===== src/logic/arss_cfg.svh =====
// Offsets, reset values and timing constants of the restart sequencer
`ifndef ARSS_CFG_SVH
`define ARSS_CFG_SVH

`define ARSS_CLK_HZ 200000000
`define ARSS_TICK_MS 100
`define ARSS_TICK_CYCLES (`ARSS_CLK_HZ / 1000 * `ARSS_TICK_MS)
`define ARSS_RIDE_US 15000
`define ARSS_RIDE_CYCLES (`ARSS_CLK_HZ / 1000000 * `ARSS_RIDE_US)
`define ARSS_WATCH_S 30
`define ARSS_WATCH_TICKS (`ARSS_WATCH_S * 1000 / `ARSS_TICK_MS)
`define ARSS_NCO_STEP ((64'h1 << 32) * 100 / `ARSS_CLK_HZ)

`define ARSS_OFF_CTRL 12'h000
`define ARSS_OFF_SEARCH 12'h004
`define ARSS_OFF_GAIN 12'h008
`define ARSS_OFF_OUTFN 12'h00C
`define ARSS_OFF_INFN 12'h010
`define ARSS_OFF_RESTART 12'h014
`define ARSS_OFF_CARRIER 12'h018
`define ARSS_OFF_STATUS 12'h01C
`define ARSS_OFF_IRQ_STAT 12'h020
`define ARSS_OFF_IRQ_MASK 12'h024

`define ARSS_SEL_ACCEL 0
`define ARSS_SEL_FAULT 1
`define ARSS_SEL_POWER 2
`define ARSS_SEL_PON 3

`define ARSS_FN_SEARCH 5'h0F
`define ARSS_FN_MOTOR2 5'h0C
`define ARSS_RST_OUTFN 5'h0C
`define ARSS_RST_CURLVL 8'h64
`define ARSS_MIN_CURLVL 8'h50
`define ARSS_MAX_CURLVL 8'hC8
`define ARSS_RST_PGAIN 14'h01F4
`define ARSS_RST_IGAIN 14'h03E8
`define ARSS_MAX_GAIN 14'h270F
`define ARSS_RST_RETRY 4'h0
`define ARSS_MAX_RETRY 4'hA
`define ARSS_RST_DELAY 10'h00A
`define ARSS_MAX_DELAY 10'h258
`define ARSS_RST_CARRIER 8'h1E
`define ARSS_MIN_CARRIER 8'h0A
`define ARSS_MAX_CARRIER 8'h96

`define ARSS_IRQ_TRIP 0
`define ARSS_IRQ_RESTART 1
`define ARSS_IRQ_SEARCH_DONE 2
`define ARSS_IRQ_EXHAUSTED 3

`endif


===== src/logic/arss_pkg.sv =====
// Types of the restart sequencer
package arss_pkg;

  typedef enum logic [2:0] {
    ARSS_OFF, ARSS_RUN, ARSS_SEARCH, ARSS_TRIP, ARSS_DELAY, ARSS_UV
  } arss_state_t;

  typedef struct packed {
    logic [10:0] s1;
    logic [10:0] s2;
    logic [10:0] s3;
    logic [10:0] filt;
    arss_state_t st;
    logic first_start;
    logic [3:0] sel_bits;
    logic rst_en;
    logic pon_en;
    logic [7:0] cur_lvl;
    logic [13:0] pgain;
    logic [13:0] igain;
    logic [4:0] relay_fn;
    logic [4:0] out2_fn;
    logic [24:0] in_fn;
    logic [3:0] retry_cfg;
    logic [3:0] retry_left;
    logic [9:0] delay_cfg;
    logic [7:0] carrier_cfg;
    logic [3:0] irq_stat;
    logic [3:0] irq_mask;
    logic [31:0] tick_cnt;
    logic [9:0] delay_ticks;
    logic [8:0] watch_ticks;
    logic watch_on;
    logic [31:0] ride_cnt;
    logic no_auto;
    logic [31:0] nco;
    logic motor2;
    logic pready;
    logic pslverr;
    logic [31:0] prdata;
    logic irq;
    logic drive_en;
    logic volt_raise;
    logic freq_lower;
    logic accel_ref;
    logic relay_out;
    logic out2;
    logic [15:0] hold_ref;
  } arss_state_s_t;

endpackage : arss_pkg


===== src/logic/arss_top.sv =====
// Auto restart and speed search sequencer with carrier and second motor select
`timescale 1ns/1ps
`include "arss_cfg.svh"

module arss_top #(
  parameter int unsigned TICK_CYCLES = `ARSS_TICK_CYCLES,
  parameter int unsigned RIDE_CYCLES = `ARSS_RIDE_CYCLES
) (
  // Clock and reset
  input wire logic pclk,
  input wire logic presetn,
  // APB slave
  input wire logic psel,
  input wire logic penable,
  input wire logic pwrite,
  input wire logic [11:0] paddr,
  input wire logic [31:0] pwdata,
  output logic [31:0] prdata,
  output logic pready,
  output logic pslverr,
  // External sequence pins
  input wire logic run_cmd,
  input wire logic manual_reset,
  input wire logic power_ok,
  input wire logic emergency_stop_input,
  input wire logic overheat,
  input wire logic hw_diag_fault,
  input wire logic [4:0] mf_in,
  // Control core, same clock
  input wire logic fault_trip,
  input wire logic [8:0] out_current_pct,
  input wire logic vf_restored,
  input wire logic [15:0] freq_ref,
  // Drive commands
  output logic drive_enable,
  output logic volt_raise,
  output logic freq_lower,
  output logic accel_to_ref,
  output logic [15:0] restart_freq_ref,
  output logic [7:0] search_current_level,
  output logic [13:0] search_prop_gain,
  output logic [13:0] search_integral_gain,
  output logic carrier_out,
  output logic second_motor_param_set,
  output logic motor1_enable,
  output logic motor2_enable,
  // Status relay and interrupt
  output logic status_relay_contacts,
  output logic output2,
  output logic irq
);

  arss_pkg::arss_state_s_t r;
  arss_pkg::arss_state_s_t next_r;

  // Filtered pins: index 10 run, 9 manual reset, 8 power, 7 estop, 6 overheat, 5 hw diag, 4:0 mf
  logic f_run;
  logic f_rst;
  logic f_pwr;
  logic rst_rise;
  logic m2_req;
  logic cur_high;
  logic any_fault;
  logic hard_fault;
  logic tick;
  logic wr;
  logic rd;
  logic [3:0] irq_set;
  logic [31:0] rdata;
  logic mapped;

  assign f_run = r.filt[10];
  assign f_rst = r.filt[9];
  assign f_pwr = r.filt[8];
  assign hard_fault = r.filt[7] | r.filt[6] | r.filt[5];
  assign any_fault = fault_trip | hard_fault;
  assign cur_high = out_current_pct > {1'b0, r.cur_lvl};
  assign tick = r.tick_cnt == TICK_CYCLES - 1;
  assign wr = psel & penable & pwrite & r.pready;
  assign rd = psel & penable & ~r.pready;

  always_comb begin
    logic [9:0] dly;
    logic [3:0] rty;
    logic [7:0] lvl;
    logic [7:0] car;
    logic [13:0] pg;
    logic [13:0] ig;
    logic [4:0] code;
    code = 5'h00;
    dly = pwdata[25:16];
    rty = pwdata[3:0];
    lvl = pwdata[7:0];
    car = pwdata[7:0];
    pg = pwdata[13:0];
    ig = pwdata[29:16];
    rst_rise = 1'b0;
    m2_req = 1'b0;
    for (int i = 0; i < 5; i++) begin
      code = r.in_fn[i*5 +: 5];
      if (code == `ARSS_FN_MOTOR2 && r.filt[i]) begin
        m2_req = 1'b1;
      end
    end
    next_r = r;
    irq_set = 4'h0;

    // Three stage pin capture; a change counts once stages two and three agree
    next_r.s1 = {run_cmd, manual_reset, power_ok, emergency_stop_input, overheat, hw_diag_fault, mf_in};
    next_r.s2 = r.s1;
    next_r.s3 = r.s2;
    for (int i = 0; i < 11; i++) begin
      if (r.s2[i] == r.s3[i]) begin
        next_r.filt[i] = r.s3[i];
      end
    end
    rst_rise = r.s2[9] & r.s3[9] & ~f_rst;

    next_r.tick_cnt = tick ? 32'h0 : r.tick_cnt + 32'h1;
    next_r.nco = r.nco + 32'(r.carrier_cfg * `ARSS_NCO_STEP);

    // Ride-through timer on input power
    if (f_pwr) begin
      next_r.ride_cnt = 32'h0;
    end else if (r.ride_cnt < RIDE_CYCLES) begin
      next_r.ride_cnt = r.ride_cnt + 32'h1;
    end

    // Retry reload after a clean run following an auto restart
    if (r.watch_on && tick) begin
      if (r.watch_ticks == 9'(`ARSS_WATCH_TICKS - 1)) begin
        next_r.watch_on = 1'b0;
        next_r.retry_left = r.retry_cfg;
      end else begin
        next_r.watch_ticks = r.watch_ticks + 9'h1;
      end
    end

    unique case (r.st)
      arss_pkg::ARSS_OFF: begin
        if (f_run && f_pwr) begin
          next_r.first_start = 1'b0;
          if ((r.first_start && r.pon_en && r.sel_bits[`ARSS_SEL_PON]) || r.sel_bits[`ARSS_SEL_ACCEL]) begin
            next_r.st = arss_pkg::ARSS_SEARCH;
          end else begin
            next_r.st = arss_pkg::ARSS_RUN;
          end
        end
      end
      arss_pkg::ARSS_RUN, arss_pkg::ARSS_SEARCH: begin
        if (r.ride_cnt >= RIDE_CYCLES) begin
          next_r.st = arss_pkg::ARSS_UV;
          next_r.hold_ref = freq_ref;
          next_r.watch_on = 1'b0;
          irq_set[`ARSS_IRQ_TRIP] = 1'b1;
        end else if (any_fault) begin
          next_r.st = arss_pkg::ARSS_TRIP;
          next_r.no_auto = hard_fault;
          next_r.hold_ref = freq_ref;
          next_r.watch_on = 1'b0;
          irq_set[`ARSS_IRQ_TRIP] = 1'b1;
        end else if (!f_run) begin
          next_r.st = arss_pkg::ARSS_OFF;
        end else if (r.st == arss_pkg::ARSS_SEARCH && vf_restored && !cur_high) begin
          next_r.st = arss_pkg::ARSS_RUN;
          irq_set[`ARSS_IRQ_SEARCH_DONE] = 1'b1;
        end else if (r.st == arss_pkg::ARSS_RUN) begin
          next_r.hold_ref = freq_ref;
        end
      end
      arss_pkg::ARSS_TRIP: begin
        if (rst_rise) begin
          next_r.retry_left = r.retry_cfg;
          if (f_run && r.rst_en && r.sel_bits[`ARSS_SEL_FAULT]) begin
            next_r.st = arss_pkg::ARSS_SEARCH;
          end else begin
            next_r.st = arss_pkg::ARSS_OFF;
          end
        end else if (f_run && !r.no_auto && r.retry_left != 4'h0) begin
          // The tick divider restarts here so that the delay is never cut short by a partial first tick.
          // The watch timer shares the divider, but any trip has already cancelled it.
          next_r.st = arss_pkg::ARSS_DELAY;
          next_r.delay_ticks = 10'h0;
          next_r.tick_cnt = 32'h0;
        end
      end
      arss_pkg::ARSS_DELAY: begin
        if (rst_rise) begin
          next_r.retry_left = r.retry_cfg;
          next_r.st = arss_pkg::ARSS_OFF;
        end else if (!f_run) begin
          next_r.st = arss_pkg::ARSS_TRIP;
        end else if (r.delay_ticks >= r.delay_cfg) begin
          // Auto restart always re-catches the motor through the search
          next_r.st = arss_pkg::ARSS_SEARCH;
          next_r.retry_left = r.retry_left - 4'h1;
          next_r.watch_on = 1'b1;
          next_r.watch_ticks = 9'h0;
          irq_set[`ARSS_IRQ_RESTART] = 1'b1;
          if (r.retry_left == 4'h1) begin
            irq_set[`ARSS_IRQ_EXHAUSTED] = 1'b1;
          end
        end else if (tick) begin
          next_r.delay_ticks = r.delay_ticks + 10'h1;
        end
      end
      arss_pkg::ARSS_UV: begin
        if (f_pwr) begin
          if (f_run && r.sel_bits[`ARSS_SEL_POWER]) begin
            next_r.st = arss_pkg::ARSS_SEARCH;
          end else begin
            next_r.st = arss_pkg::ARSS_OFF;
          end
        end
      end
    endcase

    // Motor select is only taken while the drive is stopped
    if (next_r.st != arss_pkg::ARSS_RUN && next_r.st != arss_pkg::ARSS_SEARCH &&
        r.st != arss_pkg::ARSS_RUN && r.st != arss_pkg::ARSS_SEARCH) begin
      next_r.motor2 = m2_req;
    end

    next_r.drive_en = next_r.st == arss_pkg::ARSS_RUN || next_r.st == arss_pkg::ARSS_SEARCH;
    next_r.volt_raise = next_r.st == arss_pkg::ARSS_SEARCH && !cur_high;
    next_r.freq_lower = next_r.st == arss_pkg::ARSS_SEARCH && cur_high;
    next_r.accel_ref = next_r.st == arss_pkg::ARSS_RUN;
    next_r.relay_out = next_r.st == arss_pkg::ARSS_SEARCH && r.relay_fn == `ARSS_FN_SEARCH;
    next_r.out2 = next_r.st == arss_pkg::ARSS_SEARCH && r.out2_fn == `ARSS_FN_SEARCH;

    // APB: one wait state, answer registered
    mapped = 1'b1;
    unique case (paddr)
      `ARSS_OFF_CTRL: rdata = {26'h0, r.pon_en, r.rst_en, r.sel_bits};
      `ARSS_OFF_SEARCH: rdata = {24'h0, r.cur_lvl};
      `ARSS_OFF_GAIN: rdata = {2'h0, r.igain, 2'h0, r.pgain};
      `ARSS_OFF_OUTFN: rdata = {19'h0, r.out2_fn, 3'h0, r.relay_fn};
      `ARSS_OFF_INFN: rdata = {7'h0, r.in_fn};
      `ARSS_OFF_RESTART: rdata = {6'h0, r.delay_cfg, 12'h0, r.retry_cfg};
      `ARSS_OFF_CARRIER: rdata = {24'h0, r.carrier_cfg};
      `ARSS_OFF_STATUS: rdata = {23'h0, r.motor2, r.retry_left, r.no_auto, r.st};
      `ARSS_OFF_IRQ_STAT: rdata = {28'h0, r.irq_stat};
      `ARSS_OFF_IRQ_MASK: rdata = {28'h0, r.irq_mask};
      default: begin
        rdata = 32'h0;
        mapped = 1'b0;
      end
    endcase
    next_r.pready = rd;
    next_r.pslverr = rd & ~mapped;
    next_r.prdata = (rd && !pwrite) ? rdata : 32'h0;

    // Out-of-range settings are clamped to their documented limits
    if (wr && mapped) begin
      unique case (paddr)
        `ARSS_OFF_CTRL: begin
          next_r.sel_bits = pwdata[3:0];
          next_r.rst_en = pwdata[4];
          next_r.pon_en = pwdata[5];
        end
        `ARSS_OFF_SEARCH: begin
          next_r.cur_lvl = lvl < `ARSS_MIN_CURLVL ? `ARSS_MIN_CURLVL :
                           lvl > `ARSS_MAX_CURLVL ? `ARSS_MAX_CURLVL : lvl;
        end
        `ARSS_OFF_GAIN: begin
          next_r.pgain = pg > `ARSS_MAX_GAIN ? `ARSS_MAX_GAIN : pg;
          next_r.igain = ig > `ARSS_MAX_GAIN ? `ARSS_MAX_GAIN : ig;
        end
        `ARSS_OFF_OUTFN: begin
          next_r.relay_fn = pwdata[4:0];
          next_r.out2_fn = pwdata[12:8];
        end
        `ARSS_OFF_INFN: next_r.in_fn = pwdata[24:0];
        `ARSS_OFF_RESTART: begin
          next_r.retry_cfg = rty > `ARSS_MAX_RETRY ? `ARSS_MAX_RETRY : rty;
          next_r.retry_left = rty > `ARSS_MAX_RETRY ? `ARSS_MAX_RETRY : rty;
          next_r.delay_cfg = dly > `ARSS_MAX_DELAY ? `ARSS_MAX_DELAY : dly;
        end
        `ARSS_OFF_CARRIER: begin
          next_r.carrier_cfg = car < `ARSS_MIN_CARRIER ? `ARSS_MIN_CARRIER :
                               car > `ARSS_MAX_CARRIER ? `ARSS_MAX_CARRIER : car;
        end
        `ARSS_OFF_IRQ_MASK: next_r.irq_mask = pwdata[3:0];
        default: ;
      endcase
    end

    // Sticky events: a new event wins over a write-one-to-clear in the same cycle
    next_r.irq_stat = (r.irq_stat & ~((wr && paddr == `ARSS_OFF_IRQ_STAT) ? pwdata[3:0] : 4'h0)) | irq_set;
    next_r.irq = |(next_r.irq_stat & next_r.irq_mask);
  end

  // Single state register; pins reset to zero, so power reads as lost until the filter has settled.
  // That is harmless while stopped, since the ride-through timer only matters in run or search.
  always_ff @(posedge pclk or negedge presetn) begin
    if (!presetn) begin
      r <= '0;
      r.st <= arss_pkg::ARSS_OFF;
      r.first_start <= 1'b1;
      r.cur_lvl <= `ARSS_RST_CURLVL;
      r.pgain <= `ARSS_RST_PGAIN;
      r.igain <= `ARSS_RST_IGAIN;
      r.relay_fn <= `ARSS_RST_OUTFN;
      r.out2_fn <= `ARSS_RST_OUTFN;
      r.retry_cfg <= `ARSS_RST_RETRY;
      r.retry_left <= `ARSS_RST_RETRY;
      r.delay_cfg <= `ARSS_RST_DELAY;
      r.carrier_cfg <= `ARSS_RST_CARRIER;
    end else begin
      r <= next_r;
    end
  end

  // Every output except motor1_enable and motor2_enable is a straight copy of a state flop
  assign prdata = r.prdata;
  assign pready = r.pready;
  assign pslverr = r.pslverr;
  assign drive_enable = r.drive_en;
  assign volt_raise = r.volt_raise;
  assign freq_lower = r.freq_lower;
  assign accel_to_ref = r.accel_ref;
  assign restart_freq_ref = r.hold_ref;
  assign search_current_level = r.cur_lvl;
  assign search_prop_gain = r.pgain;
  assign search_integral_gain = r.igain;
  assign carrier_out = r.nco[31];
  assign second_motor_param_set = r.motor2;
  // Both enables come from one flop pair so they can never be high together
  assign motor1_enable = r.drive_en & ~r.motor2 & ~r.accel_ref | r.accel_ref & ~r.motor2 & r.drive_en;
  assign motor2_enable = r.drive_en & r.motor2;
  assign status_relay_contacts = r.relay_out;
  assign output2 = r.out2;
  assign irq = r.irq;

endmodule : arss_top

===== config.mk =====
export PLATFORM = sky130hd
export DESIGN_NAME = arss_top
export DESIGN_NICKNAME = d
export VERILOG_FILES = /design/src/logic/arss_pkg.sv /design/src/logic/arss_top.sv
export VERILOG_INCLUDE_DIRS = /design/src /design/src/logic
export SDC_FILE = /design/constraint.sdc
export NUM_CORES = 1
export LEC_CHECK = 0
export CAP_MARGIN = 15
export CELL_PAD_IN_SITES_DETAIL_PLACEMENT = 0
export CELL_PAD_IN_SITES_GLOBAL_PLACEMENT = 1
export CORE_ASPECT_RATIO = 2
export CORE_MARGIN = 2
export CORE_UTILIZATION = 30
export DETAILED_ROUTE_END_ITERATION = 16
export DONT_BUFFER_PORTS = 1
export PLACE_DENSITY = 0.58
export SLEW_MARGIN = 0
export SYNTH_ARGS = -nofsm -noshare
export SYNTH_HDL_FRONTEND = slang
export SYNTH_SLANG_ARGS = --single-unit
export TNS_END_PERCENT = 30

===== constraint.sdc =====
create_clock -name pclk -period 5.95 [get_ports pclk]
set_clock_uncertainty 0.15 [all_clocks]
set_input_delay 0.595 -clock pclk [delete_from_list [all_inputs] [get_ports pclk]]
set_output_delay 0.595 -clock pclk [all_outputs]
set_load 0.01 [all_outputs]

Yosys cells after proc, flatten, opt, wreduce, memory -nomap -nowiden --
Cells that the tools add are included.
Word-level totals: memory bits (read-only) 0, latch bits 0, bits of input ports 87, memories kept 0, bits in writable memories 0, word-level logic and storage cells 280, bits in registers 334
Operators by class: reduce and logical (&&, ||, !) cells 52, multipliers 1, equal/unequal tests 48, bitwise gates (word level) 26, $lt $le $gt $ge 12, add/sub/neg operators 6, shifts and indexed selects 0, muxes and demuxes 85, divide/modulo/power cells 0
Operators by type and width (number):
- 30-bit one-hot mux with 10 select lines | 1
- 32-bit 2-to-1 mux | 5
- 42-bit 2-to-1 mux | 2
- 16-bit 2-to-1 mux | 5
- 32-bit by 1-bit adder with 32-bit output, second input constant | 2
- 10-bit 2-to-1 mux | 5
- 12-bit by 5-bit equality test with 1-bit output, second input constant | 4
- 4-bit 2-to-1 mux | 11
- 14-bit 2-to-1 mux | 3
- 20-bit 2-to-1 mux | 2
- 8-bit 2-to-1 mux | 5
- 5-bit by 4-bit equality test with 1-bit output, second input constant | 7
- 32-bit by 20-bit adder with 32-bit output | 1
- 32-bit by 25-bit equality test with 1-bit output, second input constant | 1
- 32-bit by 22-bit >= comparator with 1-bit output, second input constant | 1
- 32-bit by 22-bit < comparator with 1-bit output, second input constant | 1
- 3-bit 2-to-1 mux | 10
- 14-bit greater-than comparator, second input constant | 2
- 1-bit logical AND | 26
- 1-bit 2-to-1 mux | 26
- 12-bit by 4-bit equality test with 1-bit output, second input constant | 2
- 12-bit by 6-bit equality test with 1-bit output, second input constant | 2
- 22-bit 2-to-1 mux | 1
- 8-bit by 12-bit multiplier with 20-bit output, second input constant | 1
- other kinds (47) | 104

Longest topological paths before layout --
word-level depth 12, mapped depth 17, mapped depth without buffers 17

Worst setup path after synthesis --
Ideal clock, no wire load.
kind register to register, start register r[184] in the netlist's numbering, end register r (netlist bit carrier_out), path buffers 0, library setup time 124 ps, path slack 1415 ps, data required time 5676 ps, cell stages (with the launch flop) 17, arrival time 4260 ps, path through dfstp_2 > inv_1 > fa_1 > inv_1 > ha_1 > inv_1 > fa_1 > fa_1 > inv_1 > ha_1 > o21a_1 > o21ai_0 > a211oi_1 > nor2_1 > a221oi_1 > nand4_1 > xnor2_1
RTL lines:
- start: declaration | RTL line arss_top.sv:53 | arss_pkg::arss_state_s_t r;
- start signal: assignment | RTL line arss_top.sv:310 | r <= next_r;

==> results.cfg <==
[worst_setup_path]
reg2regPathDepth = 17
path_cells = inv_1 -> fa_1 -> inv_1 -> ha_1 -> inv_1 -> fa_1 -> fa_1 -> inv_1 -> ha_1 -> a21o_1 -> a21o_1 -> a21oi_1 -> a211oi_1 -> or4_1 -> a21oi_1 -> o21ai_0 -> xnor2_1
timing_worst_setup_path_type = flip-flop to flip-flop
crit_path_end_kind = flip-flop
crit_slowest_cell = dfstp_2
largest_fanout_on_the_critical_path = 6
critPathMostFrequentCell = inv_1
timing.critical_path.slowest_cell_delay_ps = 640
critPathRequiredTime_ps = 6220
critPathLaunchType = flip-flop
worst-endpoint-arrival_ps = 5250

[pwr]
finalPower_w = 0.00598
vdd_drop_max_mv = 0.216
pwr_density_cell_nw_per_um2 = 314
leakagePower_nw = 8.68

[floorplanning]
num_io_pins = 184
placeable_core_region_sq_um = 57200
die-area_sq_um = 59900
core.rowCount = 124
die_y_microns = 344
initial_core_util = 0.303
die_x_microns = 174

[synth]
synthFlopType = dfrtp_1
synth.cell_area_sq_um = 17400
netlist_instances = 1677
synth.distinct_cells = 76
synth-edff-count = 0
ys_warn_count = 0
synthesis.area_per_instance_sq_um = 10.4
synth_seq_cells = 332
seq_area_frac_synth = 0.480
synth-async-reset-ratio = 1.00

[detailed_routing]
detailroute.via_count = 12100
route.detailed.drc = 0
avgRoutedWirePerCell_microns = 20.5
drtPass1Iterations = 7
vias_per_cell = 5.05
routed_wl_microns = 49200
antenna_violating_nets_remaining = 0
drt-initial-drc-count = 671

[clocking]
clockRootBuffer = clkbuf_16
cts-root-to-sink-buffers = 3
post_cts.resized_instances = 0
htree_num_levels = 2
tritoncts = yes
quantity_of_hold_fixing_buffers_added_after_cts = 25
clock-sinks = 332
cts_setup_buffers = 0
cts_inserted_buffers = 35
clk-insertion-delay-late_ps = 560
cts.reportedPaths.clkPinSlew_ps = 60

[place]
place.gp.congestion = 0.825
io_buffers = 0
post-dp-hpwl_microns = 36200

[timing]
period_share = 0.837
setup_repair_after_global_routing_missed_its_margin = no
achievable-frequency_mhz = 201
report.final.setup_viol = 0
totalNegativeSetupSlack_ps = 0
final-hold-violation-count = 187
timing.hold.ws_ps = -356
final_number_of_max_transition_violations = 217
post-route-min-period_ps = 4980
maxSlewHeadroom = -0.462
timing_worst_slew_pin_value_ps = 2190

[grt]
grt_usage = 0.164
first_global_vias = 12700
gr-total-overflow = 0
grt_first_pass_wirelength_microns = 75500
grt_antenna_before_repair = 0
grt_max_degree = 333

[layout]
syn2layout_area_growth_pct = 9.56
n_antenna_cell = 0
filler_cell_count = 5688
num-nets-final = 1809
fraction_of_layout_instances_using_a_drive_strength_above_1 = 0.109

[worst_hold_path]
class_of_the_tightest_hold_or_removal_check = input port to async pin

[job]
maximum_capacitance_violations = 0

[outcome]
failed_checks = hold timing, slew limit
status = finished, violations left
## where the power goes
part	internal (W)	switching (W)
combinational	0.000429	0.000524
sequential	0.00242	0.000225
clock	0.00140	0.000974
## through the flow
| stage | hold slack, ps | instances | worst slack (ps) | cell area [sq um] | util |
|---|---|---|---|---|---|
| floorplan | 149 | 1678 | 1420 | 17400 | - |
| global placement | 185 | 2306 | 985 | 17500 | 0.306 |
| detailed placement | 185 | 2306 | 963 | 17500 | 0.306 |
| CTS | -398 | 2395 | 921 | 19000 | 0.332 |
| global route | -375 | 2395 | 692 | 19000 | 0.332 |
| finish | -356 | 2395 | 971 | 19000 | 0.332 |
## synth_stat cells (26+ instances only)
master    count  area share
mux2_2       66       0.043
dfrtp_1     306        0.44
nand3_1      56       0.016
buf_4        84       0.036
nor2_1      176       0.038
xnor2_1      46       0.023
xor2_1       36       0.018
clkbuf_1     40      0.0086
dfstp_2      26       0.039
nand4_1      30       0.011
o21ai_0      54       0.016
a21oi_1      77       0.022
nand2_1     119       0.026
and3_1       29       0.010
inv_1       100       0.022
ha_1         89       0.064
## placed cells by master (no fill, tap or decap), types with 20 or more instances in the layout
| master | count |
|---|---|
| mux2_2 | 66 |
| clkbuf_16 | 36 |
| a21o_1 | 20 |
| fa_1 | 21 |
| and3_1 | 29 |
| nand2_1 | 119 |
| nand3_1 | 56 |
| o21ai_0 | 54 |
| dlygate4sd3_1 | 25 |
| nor2_1 | 176 |
| dfrtp_1 | 306 |
| nand4_1 | 30 |
| a21oi_1 | 77 |
| xnor2_1 | 46 |
| dfstp_2 | 26 |
| nor3_1 | 20 |
| xor2_1 | 36 |
| ha_1 | 89 |
| inv_1 | 100 |
## routing by layer
| layer | routed length (microns) | up-vias | share of wire | GRT usage |
|---|---|---|---|---|
| met5 | 0 | - | 0 | 0 |
| met4 | 2930 | 0 | 0.060 | 0.0991 |
| met3 | 2030 | 106 | 0.041 | 0.0245 |
| met2 | 27900 | 331 | 0.57 | 0.329 |
| met1 | 16300 | 6044 | 0.33 | 0.153 |
| li1 | - | 5624 | - | - |
## path summary, 6_finish.rpt
check,from,end,slack (ps)
setup reg to reg,r[184],r[78],970
setup / recovery,r[184],r[78],970
hold / removal,presetn,next_r[313],-360
min in group pclk,pwdata[16],r[191],30
max in group asynchronous,presetn,prdata[26],4310
hold reg to reg,next_r[315],next_r[304],200
## worst max-delay path: cells and delay by family (launching register included)
kind | cells | cell delay [ps]
adders and majority gates | 5 | 2030
DFF | 1 | 640
xor gates and xnor gates | 1 | 140
and+or+nand+nor | 1 | 520
buffers and inverters | 4 | 220
AOI/OAI and AO/OA | 6 | 1150
## registers in the layout, summed over array words and instances (netlist names), 8 cells and up
signal,count
next_r,22
search_current_level,8
prdata,30
search_integral_gain,14
r,214
search_prop_gain,14
restart_freq_ref,16
## cell families (layout without fill, tap and decap cells)
logic type	count (synthesis)	in the layout	synth area share
muxes	80	80	0.0512
AOI/OAI and AO/OA	269	269	0.102
adders and majority gates	120	120	0.0941
and+or+nand+nor	553	553	0.159
other	1	2	0.000216
buffers and inverters	240	201	0.0714
DFF	332	332	0.480
xor gates and xnor gates	82	82	0.0414
## layout make-up
class,count,area (sq um),area share
clock buffer,48,996,0.0524
clock inverter,16,226,0.0119
inverter,100,375,0.0197
multi-input combinational,1106,7790,0.410
sequential,332,8340,0.439
tap,756,946,0.0497
timing repair buffer,37,340,0.0179
Note: power is estimated with default switching activity, not from simulation.
